$ cat src/design/swc_pkg.sv
// Purpose: Shared constants and types of the sleep and wake controller.
// Assumes: One 50 MHz clock; registers reached over classic Wishbone.
// Notes:   The oscillator period equals the clock period of this model.
//
// How it works
// Sleep instruction clears the watchdog counter and, if enabled, its postscaler.
// Sleep entry clears the power-down flag and sets the time-out flag.
// The oscillator driver is off while asleep.
// Ports hold their previous drive state while asleep.
// Watchdog reset stays internal and never drives the master clear pin.
// Resets, enabled watchdog, pins and listed peripheral interrupts end sleep.
// Only capture, serial, converter, peripheral-bus and two-wire slave interrupts wake.
// Peripherals that need phase clocks raise no interrupt while asleep.
// Reset wakes give a full reset; interrupt wakes resume the program.
// Power-down flag is set at power-up and cleared by the sleep instruction.
// Time-out flag clears when a watchdog time-out causes a reset.
// The next program address is prefetched while the sleep instruction executes.
// A source wakes only with its enable set, whatever the global disable.
// After a wake, run the prefetched instruction, then vector if enabled.
// Sleep with an enabled pending flag wakes at once, same flag update.
// Every wake-up clears the watchdog counter.
// Crystal or low-frequency mode holds the device for 1024 oscillator periods.
// Resistor-capacitor mode wakes with no start-up delay.
// Wake request is OR of flag-and-enable pairs plus any reset request.
package swc_pkg;

    // ----------------------------------------------------------------------
    // Register map
    // ----------------------------------------------------------------------
    localparam int          WB_ADR_W     = 8;
    localparam logic [7:0]  OFS_CTRL     = 8'h00;
    localparam logic [7:0]  OFS_STATUS   = 8'h04;
    localparam logic [7:0]  OFS_INT_EN   = 8'h08;
    localparam logic [7:0]  OFS_INT_FLAG = 8'h0C;
    localparam logic [7:0]  OFS_EVT      = 8'h10;
    localparam logic [7:0]  OFS_EVT_MASK = 8'h14;

    localparam int          CTRL_W       = 5;
    localparam int          CTRL_OSC_LSB = 0;
    localparam int          CTRL_GDIS    = 2;
    localparam int          CTRL_WDT_EN  = 3;
    localparam int          CTRL_PS_EN   = 4;
    localparam logic [4:0]  CTRL_RESET   = 5'h04;

    localparam int          STAT_PD      = 0;
    localparam int          STAT_TO      = 1;
    localparam int          STAT_ASLEEP  = 2;
    localparam int          STAT_OST     = 3;

    // ----------------------------------------------------------------------
    // Interrupt sources and events
    // ----------------------------------------------------------------------
    localparam int          PIN_N        = 6;
    localparam int          PIN_EXT      = 0;
    localparam int          PIN_PORTB    = 1;
    localparam int          PIN_T0       = 2;
    localparam int          PIN_MCLR_N   = 3;
    localparam int          PIN_POR      = 4;
    localparam int          PIN_BOR      = 5;
    localparam int          PERIPH_N     = 7;
    localparam int          SRC_N        = 10;
    localparam int          SRC_CLOCKED  = 9;
    localparam logic [9:0]  WAKE_CAPABLE = 10'h1FF;
    localparam logic [9:0]  SRC_RESET    = 10'h000;
    localparam int          EVT_N        = 4;
    localparam int          EVT_SLEEP    = 0;
    localparam int          EVT_WAKE_INT = 1;
    localparam int          EVT_WAKE_RST = 2;
    localparam int          EVT_WDT_RST  = 3;
    localparam logic [3:0]  EVT_RESET    = 4'h0;

    // ----------------------------------------------------------------------
    // Timing
    // ----------------------------------------------------------------------
    localparam int          CLK_PERIOD_NS = 20;
    localparam int          OSC_PERIOD_NS = 20;
    localparam int          OST_TOSC      = 1024;
    localparam int          OST_TIME_NS   = OST_TOSC * OSC_PERIOD_NS;
    localparam int          OST_CYCLES    = (OST_TIME_NS + CLK_PERIOD_NS - 1) / CLK_PERIOD_NS;

    typedef enum logic [1:0] {
        SWC_OSC_RC        = 2'h0,
        SWC_OSC_CRYSTAL   = 2'h1,
        SWC_OSC_LOW_FREQ  = 2'h2,
        SWC_OSC_EXTERNAL  = 2'h3
    } swc_osc_type;

    typedef enum logic [1:0] {
        ST_RUN,
        ST_SLEEP,
        ST_OST
    } swc_state_type;

endpackage

$ cat src/design/swc_ost_if.sv
// Purpose: Start and completion signals of the oscillator start-up timer.
// Assumes: Same clock on both ends.
// Notes:   Done is a one-cycle pulse in the last counted cycle.
`timescale 1ns/1ps
interface swc_ost_if;
    logic start;
    logic busy;
    logic done;
    modport ctrl  (output start, input busy, input done);
    modport timer (input start, output busy, output done);
endinterface

$ cat src/design/swc_sync.sv
// Purpose: Two-stage synchroniser for asynchronous pin levels.
// Assumes: Each bit is an independent level.
// Notes:   Only the second stage leaves this module.
`timescale 1ns/1ps
module swc_sync #(
    parameter int W = 1
) (
    input  wire logic         clk_i,
    input  wire logic         rst_i,
    input  wire logic [W-1:0] d_i,
    input  wire logic [W-1:0] init_i,
    output logic      [W-1:0] q_o
);
    genvar g;
    generate
        for (g = 0; g < W; g = g + 1)
        begin : g_bit
            logic meta_reg;
            always_ff @(posedge clk_i)
            begin
                if (rst_i)
                begin
                    meta_reg <= init_i[g];
                    q_o[g]   <= init_i[g];
                end
                else
                begin
                    meta_reg <= d_i[g];
                    q_o[g]   <= meta_reg;
                end
            end
        end
    endgenerate
endmodule

$ cat src/design/swc_ost.sv
// Purpose: Oscillator start-up timer counting a fixed number of cycles.
// Assumes: Start is a single-cycle request while idle.
// Notes:   A start while busy is ignored.
`timescale 1ns/1ps
module swc_ost #(
    parameter int CYCLES = swc_pkg::OST_CYCLES
) (
    input  wire logic   clk_i,
    input  wire logic   rst_i,
    swc_ost_if.timer    ost
);
    localparam int CW = $clog2(CYCLES + 1);
    logic [CW-1:0] cnt_reg;
    logic          busy_reg;
    wire           last = busy_reg && (cnt_reg == CW'(CYCLES - 1));

    assign ost.busy = busy_reg;
    assign ost.done = last;

    always_ff @(posedge clk_i)
    begin
        if (rst_i || last)
        begin
            busy_reg <= 1'b0;
            cnt_reg  <= '0;
        end
        else if (busy_reg)
            cnt_reg  <= cnt_reg + 1'b1;
        else if (ost.start)
            busy_reg <= 1'b1;
    end
endmodule

$ cat src/design/swc_top.sv
// Purpose: Sleep entry, wake-up decision and start-up delay for the core.
// Assumes: Core, watchdog and peripheral signals are on clk_i; pins are not.
// Notes:   Registers sit on a classic Wishbone slave with a one-cycle ack.
//
// Register access over Wishbone and the register addresses were decided locally.
`timescale 1ns/1ps
module swc_top #(
    parameter int OST_CYCLES_P = swc_pkg::OST_CYCLES
) (
    input  wire logic                           clk_i,
    input  wire logic                           rst_i,
    input  wire logic                           wb_cyc_i,
    input  wire logic                           wb_stb_i,
    input  wire logic                           wb_we_i,
    input  wire logic [swc_pkg::WB_ADR_W-1:0]   wb_adr_i,
    input  wire logic [3:0]                     wb_sel_i,
    input  wire logic [31:0]                    wb_dat_i,
    output logic      [31:0]                    wb_dat_o,
    output logic                                wb_ack_o,
    output logic                                irq_o,
    input  wire logic                           sleep_exec_i,
    input  wire logic [15:0]                    pc_i,
    input  wire logic                           wdt_timeout_i,
    input  wire logic                           external_int_pin_i,
    input  wire logic                           portb_change_i,
    input  wire logic                           timer0_clock_input_i,
    input  wire logic                           master_clear_pin_n_i,
    input  wire logic                           por_i,
    input  wire logic                           bor_i,
    input  wire logic [swc_pkg::PERIPH_N-1:0]   periph_int_i,
    output logic                                master_clear_pin_o,
    output logic                                master_clear_pin_oe_o,
    output logic                                wdt_clear_o,
    output logic                                postscaler_clear_o,
    output logic                                osc_drive_en_o,
    output logic                                port_hold_o,
    output logic                                core_hold_o,
    output logic                                core_reset_o,
    output logic                                resume_o,
    output logic                                vector_o,
    output logic      [15:0]                    prefetch_addr_o
);
    import swc_pkg::*;

    // ----------------------------------------------------------------------
    // Pin synchronisation and edge detection
    // ----------------------------------------------------------------------
    logic [PIN_N-1:0]  pin_s;
    logic [PIN_N-1:0]  pin_prev_reg;
    wire  [PIN_N-1:0]  pin_raw = {bor_i, por_i, master_clear_pin_n_i,
                                  timer0_clock_input_i, portb_change_i, external_int_pin_i};

    swc_sync #(.W(PIN_N)) u_sync (
        .clk_i  (clk_i),
        .rst_i  (rst_i),
        .d_i    (pin_raw),
        .init_i ('0),
        .q_o    (pin_s)
    );

    wire ext_edge   = pin_s[PIN_EXT] && !pin_prev_reg[PIN_EXT];
    wire portb_edge = pin_s[PIN_PORTB] != pin_prev_reg[PIN_PORTB];
    wire t0_edge    = pin_s[PIN_T0] && !pin_prev_reg[PIN_T0];
    // The synchroniser clears to zero, so hold off the low master clear until it has filled.
    logic [1:0] fill_reg;
    wire  pins_ok   = fill_reg[1];
    wire  mclr_req  = pins_ok && !pin_s[PIN_MCLR_N];
    wire  pwr_req   = pin_s[PIN_POR] || pin_s[PIN_BOR];

    // ----------------------------------------------------------------------
    // Registers and state
    // ----------------------------------------------------------------------
    logic [CTRL_W-1:0] ctrl_reg;
    logic [SRC_N-1:0]  int_en_reg;
    logic [SRC_N-1:0]  int_flag_reg;
    logic [EVT_N-1:0]  evt_reg;
    logic [EVT_N-1:0]  evt_mask_reg;
    logic              pd_reg;
    logic              to_reg;
    logic              cause_reg;
    swc_state_type     state_reg;
    swc_state_type     state_next;
    swc_ost_if         ost_bus ();

    swc_ost #(.CYCLES(OST_CYCLES_P)) u_ost (
        .clk_i (clk_i),
        .rst_i (rst_i),
        .ost   (ost_bus.timer)
    );

    swc_osc_type osc_mode;
    assign osc_mode  = swc_osc_type'(ctrl_reg[CTRL_OSC_LSB +: 2]);
    wire gdis        = ctrl_reg[CTRL_GDIS];
    wire wdt_en      = ctrl_reg[CTRL_WDT_EN];
    wire ps_en       = ctrl_reg[CTRL_PS_EN];
    wire need_ost    = (osc_mode == SWC_OSC_CRYSTAL) || (osc_mode == SWC_OSC_LOW_FREQ);
    wire in_run      = state_reg == ST_RUN;
    wire in_sleep    = state_reg == ST_SLEEP;
    wire in_ost      = state_reg == ST_OST;

    // ----------------------------------------------------------------------
    // Wake decision
    // ----------------------------------------------------------------------
    wire wdt_rst     = wdt_timeout_i && wdt_en && !in_ost;
    wire reset_req   = pwr_req || mclr_req || wdt_rst;
    // Only enabled, wake-capable flags count; the global disable is not looked at.
    wire int_pending = |(int_flag_reg & int_en_reg & WAKE_CAPABLE);
    wire wake_req    = int_pending || reset_req;
    wire sleep_go    = in_run && sleep_exec_i && !reset_req && !int_pending;
    wire sleep_now   = in_run && sleep_exec_i && !reset_req && int_pending;
    wire sleep_acc   = sleep_go || sleep_now;
    wire wake_now    = in_sleep && wake_req;
    wire cause_now   = in_sleep ? reset_req : cause_reg;
    wire wake_done   = (wake_now && !need_ost) || (in_ost && ost_bus.done);
    wire run_reset   = in_run && reset_req;
    wire resume_next = (wake_done && !cause_now) || sleep_now;
    wire rst_next    = run_reset || (wake_now && reset_req) || (in_ost && cause_reg);

    assign ost_bus.start = wake_now && need_ost;

    always_comb
    begin
        state_next = state_reg;
        unique case (state_reg)
            ST_RUN:
                if (sleep_go)
                    state_next = ST_SLEEP;
            ST_SLEEP:
                if (wake_req)
                    state_next = need_ost ? ST_OST : ST_RUN;
            ST_OST:
                if (ost_bus.done)
                    state_next = ST_RUN;
        endcase
    end

    // ----------------------------------------------------------------------
    // Status flags
    // ----------------------------------------------------------------------
    wire pd_next = pwr_req ? 1'b1 : (sleep_acc ? 1'b0 : pd_reg);
    wire to_next = pwr_req ? 1'b1 : (wdt_rst ? 1'b0 : (sleep_acc ? 1'b1 : to_reg));

    // The clocked-peripheral source cannot flag while its phase clocks are stopped.
    wire [SRC_N-1:0] src_set = {periph_int_i[PERIPH_N-1] && !in_sleep,
                                periph_int_i[PERIPH_N-2:0], t0_edge, portb_edge, ext_edge};
    wire [EVT_N-1:0] evt_set;
    assign evt_set[EVT_SLEEP]    = sleep_go;
    assign evt_set[EVT_WAKE_INT] = resume_next;
    assign evt_set[EVT_WAKE_RST] = wake_now && reset_req;
    assign evt_set[EVT_WDT_RST]  = wdt_rst;

    // ----------------------------------------------------------------------
    // Wishbone slave
    // ----------------------------------------------------------------------
    wire        wb_req  = wb_cyc_i && wb_stb_i && !wb_ack_o;
    wire        wb_wr   = wb_req && wb_we_i;
    wire [31:0] bm      = {{8{wb_sel_i[3]}}, {8{wb_sel_i[2]}}, {8{wb_sel_i[1]}}, {8{wb_sel_i[0]}}};
    wire [31:0] wmask   = wb_dat_i & bm;
    wire        hit_ctl = wb_adr_i == OFS_CTRL;
    wire        hit_sta = wb_adr_i == OFS_STATUS;
    wire        hit_ien = wb_adr_i == OFS_INT_EN;
    wire        hit_ifl = wb_adr_i == OFS_INT_FLAG;
    wire        hit_evt = wb_adr_i == OFS_EVT;
    wire        hit_msk = wb_adr_i == OFS_EVT_MASK;
    wire [31:0] ctl_mrg = ({{(32 - CTRL_W){1'b0}}, ctrl_reg} & ~bm) | wmask;
    wire [31:0] ien_mrg = ({{(32 - SRC_N){1'b0}}, int_en_reg} & ~bm) | wmask;
    wire [31:0] msk_mrg = ({{(32 - EVT_N){1'b0}}, evt_mask_reg} & ~bm) | wmask;
    wire [31:0] stat_rd = {{(32 - 4){1'b0}}, ost_bus.busy, in_sleep, to_reg, pd_reg};
    // Unmapped offsets acknowledge and read as zero.
    wire [31:0] rd_data = hit_ctl ? {{(32 - CTRL_W){1'b0}}, ctrl_reg} :
                          hit_sta ? stat_rd :
                          hit_ien ? {{(32 - SRC_N){1'b0}}, int_en_reg} :
                          hit_ifl ? {{(32 - SRC_N){1'b0}}, int_flag_reg} :
                          hit_evt ? {{(32 - EVT_N){1'b0}}, evt_reg} :
                          hit_msk ? {{(32 - EVT_N){1'b0}}, evt_mask_reg} : 32'h0000_0000;
    // Set beats clear, so an event in the write-one-to-clear cycle survives.
    wire [SRC_N-1:0] ifl_clr  = (wb_wr && hit_ifl) ? wmask[SRC_N-1:0] : '0;
    wire [EVT_N-1:0] evt_clr  = (wb_wr && hit_evt) ? wmask[EVT_N-1:0] : '0;

    // ----------------------------------------------------------------------
    // Sequential logic
    // ----------------------------------------------------------------------
    always_ff @(posedge clk_i)
    begin
        if (rst_i)
        begin
            wb_ack_o     <= 1'b0;
            wb_dat_o     <= 32'h0000_0000;
            ctrl_reg     <= CTRL_RESET;
            int_en_reg   <= SRC_RESET;
            int_flag_reg <= SRC_RESET;
            evt_reg      <= EVT_RESET;
            evt_mask_reg <= EVT_RESET;
            irq_o        <= 1'b0;
            pin_prev_reg <= '0;
            fill_reg     <= 2'h0;
        end
        else
        begin
            wb_ack_o     <= wb_req;
            wb_dat_o     <= wb_req ? rd_data : 32'h0000_0000;
            ctrl_reg     <= (wb_wr && hit_ctl) ? ctl_mrg[CTRL_W-1:0] : ctrl_reg;
            int_en_reg   <= (wb_wr && hit_ien) ? ien_mrg[SRC_N-1:0] : int_en_reg;
            evt_mask_reg <= (wb_wr && hit_msk) ? msk_mrg[EVT_N-1:0] : evt_mask_reg;
            int_flag_reg <= (int_flag_reg & ~ifl_clr) | src_set;
            evt_reg      <= (evt_reg & ~evt_clr) | evt_set;
            irq_o        <= |(((evt_reg & ~evt_clr) | evt_set) & evt_mask_reg);
            pin_prev_reg <= pin_s;
            fill_reg     <= {fill_reg[0], 1'b1};
        end
    end

    always_ff @(posedge clk_i)
    begin
        if (rst_i)
        begin
            state_reg          <= ST_RUN;
            pd_reg             <= 1'b1;
            to_reg             <= 1'b1;
            cause_reg          <= 1'b0;
            wdt_clear_o        <= 1'b0;
            postscaler_clear_o <= 1'b0;
            osc_drive_en_o     <= 1'b1;
            port_hold_o        <= 1'b0;
            core_hold_o        <= 1'b0;
            core_reset_o       <= 1'b0;
            resume_o           <= 1'b0;
            vector_o           <= 1'b0;
            prefetch_addr_o    <= 16'h0000;
            master_clear_pin_o    <= 1'b0;
            master_clear_pin_oe_o <= 1'b0;
        end
        else
        begin
            state_reg          <= state_next;
            pd_reg             <= pd_next;
            to_reg             <= to_next;
            cause_reg          <= wake_now ? reset_req : cause_reg;
            wdt_clear_o        <= sleep_acc || wake_now;
            postscaler_clear_o <= sleep_acc && ps_en;
            osc_drive_en_o     <= state_next != ST_SLEEP;
            port_hold_o        <= state_next == ST_SLEEP;
            core_hold_o        <= state_next != ST_RUN;
            core_reset_o       <= rst_next;
            resume_o           <= resume_next;
            vector_o           <= resume_next ? !gdis : vector_o;
            prefetch_addr_o    <= sleep_acc ? pc_i + 16'h0001 : prefetch_addr_o;
            // The pin is an input only; no reset source drives it.
            master_clear_pin_o    <= 1'b0;
            master_clear_pin_oe_o <= 1'b0;
        end
    end

    // ----------------------------------------------------------------------
    // Assertions
    // ----------------------------------------------------------------------
    localparam int OLW = $clog2(OST_CYCLES_P + 2);
    logic [OLW-1:0] ost_len_reg;
    always_ff @(posedge clk_i)
    begin
        if (rst_i || !in_ost)
            ost_len_reg <= '0;
        else
            ost_len_reg <= ost_len_reg + 1'b1;
    end
endmodule

$ cat config.mk
export PLATFORM = sky130hd
export DESIGN_NAME = swc_top
export DESIGN_NICKNAME = d
export VERILOG_FILES = /design/src/design/swc_pkg.sv /design/src/design/swc_ost_if.sv /design/src/design/swc_sync.sv /design/src/design/swc_ost.sv /design/src/design/swc_top.sv
export SDC_FILE = /design/constraint.sdc
export NUM_CORES = 1
export LEC_CHECK = 0
export BUFFER_PORTS_ARGS = -buffer_cell sky130_fd_sc_hd__buf_2
export CAP_MARGIN = 20
export CORE_MARGIN = 3
export CORE_UTILIZATION = 50
export CTS_CLUSTER_DIAMETER = 80
export CTS_CLUSTER_SIZE = 25
export DETAILED_ROUTE_END_ITERATION = 8
export HOLD_SLACK_MARGIN = 0.1
export PLACE_DENSITY = 0.82
export SYNTH_ARGS = -nofsm -noshare
export SYNTH_HDL_FRONTEND = slang
export SYNTH_HIERARCHICAL = 1
export SYNTH_SLANG_ARGS = --single-unit
$ cat constraint.sdc
create_clock -name clk_i -period 5.55 [get_ports clk_i]
set_input_delay 0.2775 -clock clk_i [delete_from_list [all_inputs] [get_ports clk_i]]
set_output_delay 0.2775 -clock clk_i [all_outputs]
set_load 0.005 [all_outputs]
==> results.md <==
* Result of the run: completed
* Starting density of the core at 0.528
* Count of hold buffers inserted by post-cts repair at 0
* Nature of the critical path startpoint: register
* Hold crit path type: input port to register
* NumNets Final at slightly below 700
* Switching power at 340 uW
* Total Wirelength at 10,600 um
* Layout Utilization at 0.603
* Final Hold Viols at 0
* Number of top-level pins at 140
* Number of buffers on the longest clock path at 2
* HPWL reported at the end of detailed placement at about 7900 um
* Clock tree from TritonCTS: yes
* Most common cell after layout, fill and taps aside: sky130_fd_sc_hd__dfxtp_1
* Length of routed met3 wiring at 629 um
* Initial antenna violation count at 0
* Crit path required time at 5.83 ns
* Final number of max-transition violations at 0
* Area enclosed by the die boundary at 10,600 um2
* Met2 Wirelength at 5340 um
* Count of different cell masters after synthesis at 64
* Post-place setup slack at between 3 and 4 ns
* WL/cell at 14.7 um
* Total area of multi-input combinational cells at between 2000 and 2500 um2
* Die Y at 103 um
* Share of total power in sequential cells at 0.557
* Die Width at ~100 um
* Register-to-Register Path Depth at 7
* # setup viols final at 0
* Number of CTS-inserted buffers at 9
* Number of placement rows at 34
* Syn Area/Cell at 9.23 um2
* Sequential standard cell area at 2060 um2
* DR pass1 iterations at 5
* Part of the power in the clock network at 0.337
* Max-slew headroom at the worst pin at 0.393
* Portion of the post-synthesis area used by sequential elements at 0.437
* Arrival time reported for the critical path endpoint at 2.67 ns
* Kind of critical path: register to register
* Max Used Layer: met4
* Clock period minus worst slack at 2.39 ns
* Wire length on met1 at 4460 um
* Primary FF master, synth: sky130_fd_sc_hd__dfxtp_1
* Clock transition at the register clock pins on the worst setup and hold paths after CTS at 0.09 ns
* Slew at the pin with the worst max-slew slack at 0.911 ns
* Hold-critical path depth at 2
* Detail-routed via count per cell at approximately 5.5
* Wire length of the first global-routing pass at 16,600 um
* Post-synth EDFFs at 0
* RePlAce Congestion at 0.898
* Leak at roughly 2.3 nW
* Leading cell types in the layout, fill and taps excluded: 103 x sky130_fd_sc_hd__dfxtp_1, 91 x sky130_fd_sc_hd__buf_2, 68 x sky130_fd_sc_hd__nor2_1, 36 x sky130_fd_sc_hd__conb_1, 31 x sky130_fd_sc_hd__a21oi_1
* Number of register bits inferred by synthesis at 103
* DRC errors left at 0
* Pin count of the biggest net entering global routing at 82
* Worst voltage drop across the vdd grid at between 0.1 and 0.15 mV
* Residual overflow from global routing at 0
* Number of global-route vias before repair at 3,564
* Relative contribution of combinational cells to total power at 0.106
* Area growth, synth to finish at 14.1%
* Fin Setup TNS at 0 ns
* Cells resized by post-CTS repair at 0
* Clock tree root buffer cell: sky130_fd_sc_hd__clkbuf_8
* Placeable Area at between 8000 and 9000 um2
* Summed instance area of the synthesized netlist at around 4700 um2
* Yosys warnings at 6
* GRT Util Overall at 0.195
* ANT nets after route at 0
* Number of maximum-capacitance constraint violations at 0
* ANT cells at 0
* Int Power at 1.06 mW
* Clock Skews at 0.0124 ns
* Period utilisation layout at 0.431
* Areal power density over the cells at 261 nW/um2
* Count of filler cells inserted in the layout at around 800
* Switching share of total power at 0.242
* Post-synthesis cell count at 511
* Critical path capture point type: register
* Number of setup buffers added after CTS at 0
* Initial DRC count at 205
* Unrepaired setup endpoints after global routing: false
* IO buf count at 91
* Setup slack after layout at 3.16 ns
* Vias after detailed routing at a little under 4,000
* # clock sinks at 103
* Fraction of layout instances using a drive strength above 1 at 0.221
* Clock latency reported for the late side of the worst-skew pair at 0.34 ns
* Crit path max fanout at 10
* Highest Clock Rate at 418 MHz
* H-tree depth at 3
* Share of flip-flops with an asynchronous set or reset after synthesis at 0
-- stage by stage --
stage / hold WS, ns / cells / cell area [um2] / power [mW]
global placement: 0.429 / 703 / 5180 / 0.941
floorplan: 0.347 / 546 / 4850 / 0.900
detailed placement: 0.441 / 703 / 5180 / 0.948
global route: 0.108 / 718 / 5380 / 1.47
CTS: 0.111 / 718 / 5380 / 1.42
finish: 0.131 / 718 / 5380 / 1.40
-- critical path, stage by stage (launching register included) --
cell,delay [ns]
sky130_fd_sc_hd__dfxtp_1,0.58
sky130_fd_sc_hd__nand4_1,0.29
sky130_fd_sc_hd__nor4_1,0.43
sky130_fd_sc_hd__or4bb_1,0.43
sky130_fd_sc_hd__o31ai_1,0.08
sky130_fd_sc_hd__a31oi_1,0.14
sky130_fd_sc_hd__a21oi_1,0.22
sky130_fd_sc_hd__a2111o_1,0.17
-- routing by layer --
| metal | GRT usage | up-vias |
|---|---|---|
| met5 | 0 | - |
| met4 | 0.0677 | 0 |
| met3 | 0.0237 | 14 |
| met2 | 0.344 | 134 |
| met1 | 0.246 | 1835 |
| li1 | - | 1937 |
-- worst paths after layout --
path | startpoint | to | slack, ns
max reg2reg | u_ost/ost.busy$_SDFF_PP0_ | irq_o$_SDFF_PP0_ | 3.16
min | wb_dat_i[7] | int_flag_reg[7]$_SDFF_PP0_ | 0.13
max | u_ost/ost.busy$_SDFF_PP0_ | irq_o$_SDFF_PP0_ | 3.16
min reg2reg | fill_reg[0]$_DFF_P_ | fill_reg[1]$_SDFF_PP0_ | 0.46
-- area by class of cell --
class	instances	share of cell area
clock buffers	11	0.0281
multi-input cells	371	0.447
inverters	28	0.0195
repair buffers	93	0.0874
flip-flops and latches	103	0.383
clock inverters	4	0.00976
well taps	108	0.0251
-- cells by family (layout without fill, tap and decap cells) --
group	Yosys count	in the layout	synth area share
other cells	1	36	0.000795
compound gates	100	100	0.146
fa+ha+maj	5	5	0.0133
simple gates	173	173	0.195
flops	103	103	0.437
mux	39	39	0.0939
buf+inv	72	136	0.0809
xor+xnor	18	18	0.0334
-- power groups by stage --
stage | Combinational [mW] | Sequential (mW) | Clock, mW
floorplan | 0.103 | 0.796 | 0
global placement | 0.143 | 0.798 | 0
detailed placement | 0.149 | 0.799 | 0
CTS | 0.149 | 0.782 | 0.486
global route | 0.167 | 0.785 | 0.516
finish | 0.149 | 0.782 | 0.473
-- synth_stat cells (7+ instances only) --
cell                         n  area [um2]
sky130_fd_sc_hd__xnor2_1     8        70.1
sky130_fd_sc_hd__mux2_4     10         150
sky130_fd_sc_hd__a311oi_1    8        70.1
sky130_fd_sc_hd__xor2_1     10        87.6
sky130_fd_sc_hd__inv_1      27         101
sky130_fd_sc_hd__a211oi_1   13        97.6
sky130_fd_sc_hd__o21ai_0    18        90.1
sky130_fd_sc_hd__nor2_1     68         255
sky130_fd_sc_hd__buf_4      24         180
sky130_fd_sc_hd__nand2_1    24        90.1
sky130_fd_sc_hd__or3_1       7        43.8
sky130_fd_sc_hd__dfxtp_1   103        2060
sky130_fd_sc_hd__nand3_1    21         105
sky130_fd_sc_hd__clkbuf_1   10        37.5
sky130_fd_sc_hd__nor2b_1     7        43.8
sky130_fd_sc_hd__nand4_1    11        68.8
sky130_fd_sc_hd__mux2i_1    27         270
sky130_fd_sc_hd__a21oi_1    31         155
No activity file was read; power rests on OpenSTA's default activity.
